### src/uls_pkg.sv
// Package: constants, field layouts and types of the line status and modem control block.
`default_nettype none

package uls_pkg;

  // ****************************************************************
  // Register map, byte addresses on the APB
  // ****************************************************************
  localparam int unsigned ADDR_W        = 8;
  localparam logic [7:0]  OFS_DATA      = 8'h00;
  localparam logic [7:0]  OFS_MODEM_CTL = 8'h04;
  localparam logic [7:0]  OFS_LINE_STS  = 8'h08;
  localparam logic [7:0]  OFS_CTRL      = 8'h0c;
  localparam logic [7:0]  OFS_INT_STS   = 8'h10;
  localparam logic [7:0]  OFS_INT_MASK  = 8'h14;

  // ****************************************************************
  // Field positions and reset values
  // ****************************************************************
  localparam int unsigned MDC_DTR       = 0;
  localparam int unsigned MDC_RTS       = 1;
  localparam int unsigned MDC_W         = 5;
  localparam logic [4:0]  MDC_RST       = 5'h00;
  localparam int unsigned LNS_RDR       = 0;
  localparam int unsigned LNS_OVR       = 1;
  localparam int unsigned LNS_PAR       = 2;
  localparam int unsigned LNS_BRK       = 4;
  localparam int unsigned LNS_THRE      = 5;
  localparam int unsigned LNS_TEMT      = 6;
  localparam int unsigned LNS_FERR      = 7;
  localparam int unsigned CTRL_FIFO_EN  = 0;
  localparam int unsigned INT_THRE      = 0;
  localparam int unsigned INT_RDR       = 1;
  localparam int unsigned INT_OVR       = 2;
  localparam int unsigned INT_LERR      = 3;
  localparam int unsigned INT_W         = 4;
  localparam logic [3:0]  INT_RST       = 4'h0;
  localparam int unsigned BYTE_W        = 8;

  // ****************************************************************
  // Receive FIFO geometry
  // ****************************************************************
  localparam int unsigned FIFO_DEPTH    = 16;
  localparam int unsigned PTR_W         = 4;
  localparam int unsigned CNT_W         = 5;
  localparam logic [4:0]  CNT_ZERO      = 5'h00;
  localparam logic [4:0]  CNT_ONE       = 5'h01;
  localparam logic [4:0]  CNT_FULL      = 5'h10;
  localparam logic [3:0]  PTR_ONE       = 4'h1;

  // Error flags that travel with each received character.
  typedef struct packed {
    logic brk;
    logic frm;
    logic par;
  } uls_rx_flags_t;

  // Usable depth: one entry in character mode, the whole FIFO otherwise.
  function automatic logic [4:0] uls_depth(input logic fifo_en);
    uls_depth = fifo_en ? CNT_FULL : CNT_ONE;
  endfunction

endpackage

`default_nettype wire

### src/uls_rx_flag_fifo.sv
// Module: per-character error flag store kept in step with the receive FIFO.
`default_nettype none
`timescale 1ns/1ps

module uls_rx_flag_fifo (
  // Clock and reset
  input  wire  logic                  pclk,
  input  wire  logic                  presetn,
  input  wire  logic                  ce,
  // Control
  input  wire  logic                  fifo_en,
  input  wire  logic                  push,
  input  wire  uls_pkg::uls_rx_flags_t push_flags,
  input  wire  logic                  pop,
  // State
  output logic                        not_empty,
  output logic                        full,
  output logic                        err_any,
  output uls_pkg::uls_rx_flags_t      top_flags
);

  // ****************************************************************
  // Storage and pointers
  // ****************************************************************
  uls_pkg::uls_rx_flags_t          mem_ff [uls_pkg::FIFO_DEPTH];
  logic [uls_pkg::PTR_W-1:0]       wr_ptr_ff;
  logic [uls_pkg::PTR_W-1:0]       rd_ptr_ff;
  logic [uls_pkg::CNT_W-1:0]       cnt_ff;
  logic [uls_pkg::CNT_W-1:0]       err_cnt_ff;
  logic [uls_pkg::CNT_W-1:0]       nxt_cnt;
  logic [uls_pkg::CNT_W-1:0]       nxt_err_cnt;
  wire                             do_push;
  wire                             do_pop;
  wire                             push_err;
  wire                             pop_err;

  assign not_empty   = (cnt_ff != uls_pkg::CNT_ZERO);
  assign full        = (cnt_ff >= uls_pkg::uls_depth(fifo_en));
  assign do_push     = push && !full;
  assign do_pop      = pop && not_empty;
  assign top_flags   = mem_ff[rd_ptr_ff];
  assign push_err    = do_push && (|push_flags);
  assign pop_err     = do_pop && (|top_flags);
  // A count of errored entries lets the summary clear by itself once the last one leaves.
  assign err_any     = (err_cnt_ff != uls_pkg::CNT_ZERO);
  assign nxt_cnt     = cnt_ff + {4'h0, do_push} - {4'h0, do_pop};
  assign nxt_err_cnt = err_cnt_ff + {4'h0, push_err} - {4'h0, pop_err};

  always_ff @(posedge pclk or negedge presetn) begin
    if (!presetn) begin
      wr_ptr_ff  <= '0;
      rd_ptr_ff  <= '0;
      cnt_ff     <= uls_pkg::CNT_ZERO;
      err_cnt_ff <= uls_pkg::CNT_ZERO;
    end else if (ce) begin
      if (do_push) begin
        wr_ptr_ff <= wr_ptr_ff + uls_pkg::PTR_ONE;
      end
      if (do_pop) begin
        rd_ptr_ff <= rd_ptr_ff + uls_pkg::PTR_ONE;
      end
      cnt_ff     <= nxt_cnt;
      err_cnt_ff <= nxt_err_cnt;
    end
  end

  // Data array has no reset; entries are only read once written.
  always_ff @(posedge pclk) begin
    if (ce && do_push) begin
      mem_ff[wr_ptr_ff] <= push_flags;
    end
  end

endmodule

`default_nettype wire

### src/uls_line_modem.sv
// Module: APB register block for modem control and line status of one serial channel.
//
// Local design decisions: the placing of the registers and the APB register port.
`default_nettype none
`timescale 1ns/1ps

// Functional notes
// - Request-to-send control bit one drives the active-low request pin low.
// - Terminal-ready control bit zero, the default, holds the active-low ready pin high.
// - Terminal-ready control bit one drives the active-low ready pin low.
// - Error summary reads one while any FIFO character has parity, framing or break.
// - Error summary clears itself once no remaining character carries an error.
// - Character mode: transmitter empty is one when holding and shift register both empty.
// - Transmitter empty drops as soon as holding or shift register has a character.
// - FIFO mode: transmitter empty is one when transmit FIFO and shift register empty.
// - Character mode: holding empty sets when a character moves into the shift register.
// - Character mode: holding empty clears with the CPU write to the holding register.
// - With its enable set, holding empty raises the channel interrupt request.
// - FIFO mode: holding empty sets when FIFO empties, clears on a byte written.
// - Data ready reads one while any received character waits, otherwise zero.
// - Character arriving into a full FIFO sets overrun and is not stored.
// - A break sets the break flag; FIFO mode stores only one break character.
module uls_line_modem (
  // Clock, reset, enable
  input  wire  logic                        pclk,
  input  wire  logic                        presetn,
  input  wire  logic                        ce,
  // APB slave
  input  wire  logic                        psel,
  input  wire  logic                        penable,
  input  wire  logic                        pwrite,
  input  wire  logic [uls_pkg::ADDR_W-1:0]  paddr,
  input  wire  logic [31:0]                 pwdata,
  output logic [31:0]                       prdata,
  output logic                              pready,
  output logic                              pslverr,
  // Transmitter side
  output logic                              tx_wr,
  output logic [uls_pkg::BYTE_W-1:0]        tx_data,
  input  wire  logic                        tx_load,
  input  wire  logic                        shf_empty,
  // Receiver side
  input  wire  logic                        rx_char_done,
  input  wire  uls_pkg::uls_rx_flags_t      rx_flags,
  input  wire  logic                        rx_line_idle,
  input  wire  logic [uls_pkg::BYTE_W-1:0]  rx_data,
  output logic                              rx_pop,
  // Modem, mode and interrupt
  output logic                              rts_n,
  output logic                              dtr_n,
  output logic                              fifo_mode,
  output logic                              irq
);

  // ****************************************************************
  // State
  // ****************************************************************
  logic [31:0]                     prdata_ff;
  logic                            pready_ff;
  logic                            pslverr_ff;
  logic                            tx_wr_ff;
  logic [uls_pkg::BYTE_W-1:0]      tx_data_ff;
  logic                            rx_pop_ff;
  logic                            rts_n_ff;
  logic                            dtr_n_ff;
  logic                            irq_ff;
  logic [uls_pkg::MDC_W-1:0]       mdc_ff;
  logic                            fifo_en_ff;
  logic [uls_pkg::CNT_W-1:0]       tx_level_ff;
  logic                            ovr_ff;
  logic                            brk_hold_ff;
  logic [uls_pkg::INT_W-1:0]       int_sts_ff;
  logic [uls_pkg::INT_W-1:0]       int_mask_ff;
  logic [uls_pkg::CNT_W-1:0]       nxt_tx_level;
  logic [uls_pkg::INT_W-1:0]       nxt_int_sts;
  logic                            nxt_ovr;

  // ****************************************************************
  // Bus decode
  // ****************************************************************
  wire                             acc_wait  = psel && penable && !pready_ff;
  wire                             acc_done  = psel && penable && pready_ff;
  wire                             wr_done   = acc_done && pwrite;
  wire                             rd_done   = acc_done && !pwrite;
  wire                             sel_data  = (paddr == uls_pkg::OFS_DATA);
  wire                             sel_mdc   = (paddr == uls_pkg::OFS_MODEM_CTL);
  wire                             sel_lns   = (paddr == uls_pkg::OFS_LINE_STS);
  wire                             sel_ctrl  = (paddr == uls_pkg::OFS_CTRL);
  wire                             sel_ists  = (paddr == uls_pkg::OFS_INT_STS);
  wire                             sel_imask = (paddr == uls_pkg::OFS_INT_MASK);
  wire                             mapped    = sel_data | sel_mdc | sel_lns | sel_ctrl |
                                               sel_ists | sel_imask;
  // Status is read-only; a write to it is refused with an error.
  wire                             bad       = !mapped || (pwrite && sel_lns);

  // ****************************************************************
  // Transmit holding path
  // ****************************************************************
  wire [uls_pkg::CNT_W-1:0]        tx_depth  = uls_pkg::uls_depth(fifo_en_ff);
  wire                             tx_room   = (tx_level_ff < tx_depth);
  // A write into a full holding path is dropped; the data are lost, not queued.
  wire                             tx_push   = wr_done && sel_data && tx_room;
  wire                             tx_move   = tx_load && (tx_level_ff != uls_pkg::CNT_ZERO);
  // Empty flags follow the level that this cycle's write and move produce.
  wire                             thre      = (nxt_tx_level == uls_pkg::CNT_ZERO);
  wire                             temt      = thre && shf_empty;

  assign nxt_tx_level = tx_level_ff + {4'h0, tx_push} - {4'h0, tx_move};

  // ****************************************************************
  // Receive path
  // ****************************************************************
  wire                             rx_not_empty;
  wire                             rx_full;
  wire                             rx_err_any;
  uls_pkg::uls_rx_flags_t          rx_top;
  wire                             brk_repeat = rx_flags.brk && fifo_en_ff && brk_hold_ff;
  wire                             rx_take    = rx_char_done && !brk_repeat;
  wire                             rx_overrun = rx_take && rx_full;
  wire                             rx_store   = rx_take && !rx_full;
  wire                             rx_read    = rd_done && sel_data && rx_not_empty;
  wire                             lns_read   = rd_done && sel_lns;
  wire                             rx_err_in  = rx_store && (|rx_flags);

  assign nxt_ovr = rx_overrun || (ovr_ff && !lns_read);

  uls_rx_flag_fifo u_rx_flags (
    .pclk       (pclk),
    .presetn    (presetn),
    .ce         (ce),
    .fifo_en    (fifo_en_ff),
    .push       (rx_store),
    .push_flags (rx_flags),
    .pop        (rx_read),
    .not_empty  (rx_not_empty),
    .full       (rx_full),
    .err_any    (rx_err_any),
    .top_flags  (rx_top)
  );

  // ****************************************************************
  // Line status and read mux
  // ****************************************************************
  logic [uls_pkg::BYTE_W-1:0]      lns_val;
  logic [uls_pkg::INT_W-1:0]       int_set;
  logic [31:0]                     rd_mux;

  always_comb begin
    lns_val                             = '0;
    lns_val[uls_pkg::LNS_FERR]          = rx_err_any;
    lns_val[uls_pkg::LNS_TEMT]          = temt;
    lns_val[uls_pkg::LNS_THRE]          = thre;
    lns_val[uls_pkg::LNS_BRK -: 3]      = rx_not_empty ? rx_top : '0;
    lns_val[uls_pkg::LNS_OVR]           = ovr_ff;
    lns_val[uls_pkg::LNS_RDR]           = rx_not_empty;
  end

  always_comb begin
    rd_mux = '0;
    if (sel_data) begin
      rd_mux[uls_pkg::BYTE_W-1:0] = rx_data;
    end else if (sel_mdc) begin
      rd_mux[uls_pkg::MDC_W-1:0] = mdc_ff;
    end else if (sel_lns) begin
      rd_mux[uls_pkg::BYTE_W-1:0] = lns_val;
    end else if (sel_ctrl) begin
      rd_mux[uls_pkg::CTRL_FIFO_EN] = fifo_en_ff;
    end else if (sel_ists) begin
      rd_mux[uls_pkg::INT_W-1:0] = int_sts_ff;
    end else if (sel_imask) begin
      rd_mux[uls_pkg::INT_W-1:0] = int_mask_ff;
    end
  end

  // ****************************************************************
  // Interrupt status
  // ****************************************************************
  wire [uls_pkg::INT_W-1:0]        w1c = (wr_done && sel_ists) ? pwdata[uls_pkg::INT_W-1:0] : '0;

  always_comb begin
    int_set                    = '0;
    int_set[uls_pkg::INT_THRE] = thre;
    int_set[uls_pkg::INT_RDR]  = rx_store;
    int_set[uls_pkg::INT_OVR]  = rx_overrun;
    int_set[uls_pkg::INT_LERR] = rx_err_in;
  end

  // Set wins over the software clear so an event in the clearing cycle survives.
  assign nxt_int_sts = (int_sts_ff & ~w1c) | int_set;

  // ****************************************************************
  // Bus and register flops
  // ****************************************************************
  always_ff @(posedge pclk or negedge presetn) begin
    if (!presetn) begin
      pready_ff  <= 1'b0;
      pslverr_ff <= 1'b0;
      prdata_ff  <= '0;
    end else if (ce) begin
      pready_ff  <= acc_wait;
      pslverr_ff <= acc_wait && bad;
      if (acc_wait) begin
        prdata_ff <= rd_mux;
      end
    end
  end

  always_ff @(posedge pclk or negedge presetn) begin
    if (!presetn) begin
      mdc_ff      <= uls_pkg::MDC_RST;
      fifo_en_ff  <= 1'b0;
      int_mask_ff <= uls_pkg::INT_RST;
    end else if (ce && wr_done) begin
      if (sel_mdc) begin
        mdc_ff <= pwdata[uls_pkg::MDC_W-1:0];
      end
      if (sel_ctrl) begin
        fifo_en_ff <= pwdata[uls_pkg::CTRL_FIFO_EN];
      end
      if (sel_imask) begin
        int_mask_ff <= pwdata[uls_pkg::INT_W-1:0];
      end
    end
  end

  always_ff @(posedge pclk or negedge presetn) begin
    if (!presetn) begin
      rts_n_ff <= 1'b1;
      dtr_n_ff <= 1'b1;
    end else if (ce) begin
      rts_n_ff <= !mdc_ff[uls_pkg::MDC_RTS];
      dtr_n_ff <= !mdc_ff[uls_pkg::MDC_DTR];
    end
  end

  // ****************************************************************
  // Datapath flops
  // ****************************************************************
  always_ff @(posedge pclk or negedge presetn) begin
    if (!presetn) begin
      tx_level_ff <= uls_pkg::CNT_ZERO;
      tx_wr_ff    <= 1'b0;
      tx_data_ff  <= '0;
      rx_pop_ff   <= 1'b0;
      ovr_ff      <= 1'b0;
      brk_hold_ff <= 1'b0;
      int_sts_ff  <= uls_pkg::INT_RST;
      irq_ff      <= 1'b0;
    end else if (ce) begin
      tx_level_ff <= nxt_tx_level;
      tx_wr_ff    <= tx_push;
      if (tx_push) begin
        tx_data_ff <= pwdata[uls_pkg::BYTE_W-1:0];
      end
      rx_pop_ff   <= rx_read;
      ovr_ff      <= nxt_ovr;
      // In FIFO mode, one stored break blocks further ones until the line goes idle again.
      brk_hold_ff <= (brk_hold_ff || (rx_take && rx_flags.brk)) && !rx_line_idle;
      int_sts_ff  <= nxt_int_sts;
      irq_ff      <= |(nxt_int_sts & int_mask_ff);
    end
  end

  // ****************************************************************
  // Outputs
  // ****************************************************************
  assign prdata    = prdata_ff;
  assign pready    = pready_ff;
  assign pslverr   = pslverr_ff;
  assign tx_wr     = tx_wr_ff;
  assign tx_data   = tx_data_ff;
  assign rx_pop    = rx_pop_ff;
  assign rts_n     = rts_n_ff;
  assign dtr_n     = dtr_n_ff;
  assign fifo_mode = fifo_en_ff;
  assign irq       = irq_ff;

endmodule

`default_nettype wire

### config.mk
export PLATFORM = sky130hd
export DESIGN_NAME = uls_line_modem
export DESIGN_NICKNAME = d
export VERILOG_FILES = /design/src/uls_pkg.sv /design/src/uls_rx_flag_fifo.sv /design/src/uls_line_modem.sv
export SDC_FILE = /design/constraint.sdc
export NUM_CORES = 1
export LEC_CHECK = 0
export ABC_AREA = 1
export BUFFER_PORTS_ARGS = -buffer_cell sky130_fd_sc_hd__buf_4
export CORE_MARGIN = 4
export CORE_UTILIZATION = 35
export DETAILED_ROUTE_END_ITERATION = 10
export PLACE_DENSITY = 0.64
export SLEW_MARGIN = 25
export SYNTH_ARGS = -nofsm -noshare
export SYNTH_HDL_FRONTEND = slang
export SYNTH_SLANG_ARGS = --single-unit
### constraint.sdc
create_clock -name pclk -period 4.42 [get_ports pclk]
set_clock_uncertainty 0.15 [all_clocks]
set_input_delay 0 -clock pclk [delete_from_list [all_inputs] [get_ports pclk]]
set_output_delay 0 -clock pclk [all_outputs]
set_load 0.05 [all_outputs]
==> results.toml <==
[outcome]
status = "completed"

[critical_path]
arrival_ps = 4060
crit_required_ps = 4560
crit_end = "prdata[6]"
reg2reg_to = "prdata[6]"
r2r_cells = 16
startpoint = "pready"
cp_cell_sequence = "inv_2, nor3_4, inv_2, nor3_2, nand2_1, ha_1, inv_1, ha_1, fa_1, xnor2_1, nor3_1, nand3_1, nor2_1, nand2_1, a21oi_1, dlygate4sd3_1"
cpMaxStageDelayCell = "dlygate4sd3_1"
crit_path_max_incr_delay_ps = 560
path_max_fanout = 5
reg2reg_from = "pready"
cp-start-kind = "register"
reg2reg_slack_ps = 500
cp-end-kind = "register"
critPathKind = "register to register"

[die]
die_h_um = 137
ios = 109
fp-row-count = 46
initial_core_util_pct = 36.2
dieWidth_um = 137
coreArea_um2 = 16100
die_area_um2 = 18700

[clocking]
post_cts_buffers = 0
clk_pin_slew_worst_paths_ps = 70
cts-htree-levels = 3
clock_latency_ps = 350
clock_sinks = 110
cts-root-buf = "clkbuf_16"
ctsLongestPathBuffers = 2
numCtsBuffers = 9
tritoncts = "built"

[timing]
hold_violations = 0
worst_slack_ps = 501
max_clock_freq_ghz = 0.255
max_slew.worst_pin.slew_ps = 817
grt_setup_unrepaired = "no"
drv_slew = 0
period_needed_ps = 3920
setup_tns_ps = 0
setup_viol = 0
post-route-period-util_pct = 88.7
max_slew_margin_pct = 45.5

[drt]
drt_wl_total_um = 12800
dr.pass1.iters = 6
vias = 4470
ant_nets = 0
drc = 0
wire_per_inst_um = 13.4
drtIter0Drc = 282
routed_via_density = 4.67

[placement]
portBuffers = 60
placed_cell_area_um2 = 6380
hpwl_um = 8900
dp_slack_ps = 664
gp_congestion = 0.854
placed_cells = 910

[power]
leakagePower_nw = 3.28
fin_total_pwr_mw = 3.09
power.density_nw_per_um2 = 440
vdd_drop_max_uv = 333

[logic_synthesis]
syn_inst = 648
syn_area_per_cell_um2 = 8.96
async_reset_ff_share_pct = 56.4
synth-edff-count = 48
yosysTopAreaCellShare_pct = 25.9
yosysTopAreaCell = "dfrtp_1"
ys_ff_latch = 110
ys.flop_type = "dfrtp_1"
yosys.cell_types.count = 34
synthTopCellsByArea = "dfrtp_1 (26%), edfxtp_1 (25%), nand2_1 (8.6%), ha_1 (6.5%), o21ai_0 (5.3%)"
seq_area_frac_synth_pct = 51.6
yosys_warnings = 0
synthesis.area_um2 = 5810

[final_layout]
fin_nets = 830
diodes = 0
layout_commonest_cell = "nand2_1"
design_area_um2 = 7010
layout_common_cells = "nand2_1 (133), inv_1 (81), nor2_1 (78), o21ai_0 (62), buf_4 (61)"
fin_cells = 957
fillers = 1574
multi_input_comb_area_um2 = 2330
drive_above_1_share_pct = 13.1
regArea_um2 = 3000
areaGrowthSynthToFinish_pct = 20.7

[global_route]
grt_pass1_vias = 4357
grt_overflow_total = 0
antenna_found_initial = 0
grt_pass1_wl_um = 21000
grt_util_all_layers_pct = 14.1
grt_max_degree = 63

[job]
max-cap-violations = 0

[min_path]
hold_path_class = "input pin to register"
min_path_cells = 4
-- kinds of logic after synthesis --
group | count (synthesis) | synth area share (%)
fa+ha+maj | 33 | 7.50
xor+xnor | 12 | 1.81
compound gates | 110 | 10.8
other cells | 1 | 0.0646
flops | 110 | 51.6
buf+inv | 124 | 9.78
simple gates | 258 | 18.4
-- layout make-up --
type                    instances  share of cell area (%)
clock buffers                   9                    3.21
clock inverters                 7                    1.37
inverters                      86                    4.61
multi-input cells             437                    33.3
flip-flops and latches        110                    42.7
well taps                     216                    3.86
repair buffers                 92                    11.0
-- Yosys cell counts, types with 3 or more instances --
library cell and n:
ha_1 30, nand2_1 133, o211ai_1 13, nand3_1 34, o21ai_0 62, nand4_1 3, nor3_1 3, inv_1 81
buf_4 24, buf_2 4, a21oi_1 20, o21ai_2 8, xor2_1 10, dfrtp_1 60, fa_1 3, clkbuf_1 9
edfxtp_1 48, nor2_1 78, inv_2 4
-- timing repair --
| action | CTS | global route |
|---|---|---|
| hold endpoints to repair | 150 | 0 |
| resized for setup | 0 | 0 |
| setup endpoints to repair | 0 | 0 |
| hold buffers | 31 | 0 |
-- stage by stage --
step / hold slack [ps] / util [%]
after floorplan: -446 / -
after global placement: -3.56 / 39.7
after detailed placement: 4.43 / 39.7
after CTS: 6.70 / 43.6
after global routing: 31.9 / 43.6
final: 4.44 / 43.6
-- power by group --
| group | switching, mW | internal (mW) |
|---|---|---|
| combinational | 0.580 | 0.351 |
| sequential | 0.0968 | 1.19 |
| clock | 0.371 | 0.499 |
-- critical path, delay by kind of cell, from the launching register on --
family	cells	cell delay (ps)
buf+inv	4	750
flops	1	440
xor+xnor	1	160
compound gates	1	130
simple gates	7	1330
fa+ha+maj	3	890
-- worst min-delay path by stage --
stage | from | to | slack, ps
CTS | psel | ovr_ff | 7
global route | psel | ovr_ff | 30
floorplan | presetn | brk_hold_ff | -450
global placement | presetn | prdata[5] | -4
detailed placement | presetn | prdata[5] | 4
finish | psel | ovr_ff | 4
-- flip-flops by register name (all words and copies together), names as in the netlist, 4 cells and up --
register	flops
int_sts_ff	4
tx_level_ff	5
u_rx_flags.wr_ptr_ff	4
u_rx_flags.cnt_ff	5
u_rx_flags.err_cnt_ff	5
u_rx_flags.mem_ff	48
tx_data	8
mdc_ff	5
int_mask_ff	4
u_rx_flags.rd_ptr_ff	4
prdata	8
-- layer usage --
layer / vias up / GRT usage (%) / routed length [um]
met5: - / 0 / 0
met4: 0 / 5.21 / 245
met3: 19 / 1.91 / 523
met2: 103 / 24.1 / 6370
met1: 2112 / 18.4 / 5700
li1: 2236 / - / -
Note: power is estimated with default switching activity, not from simulation.
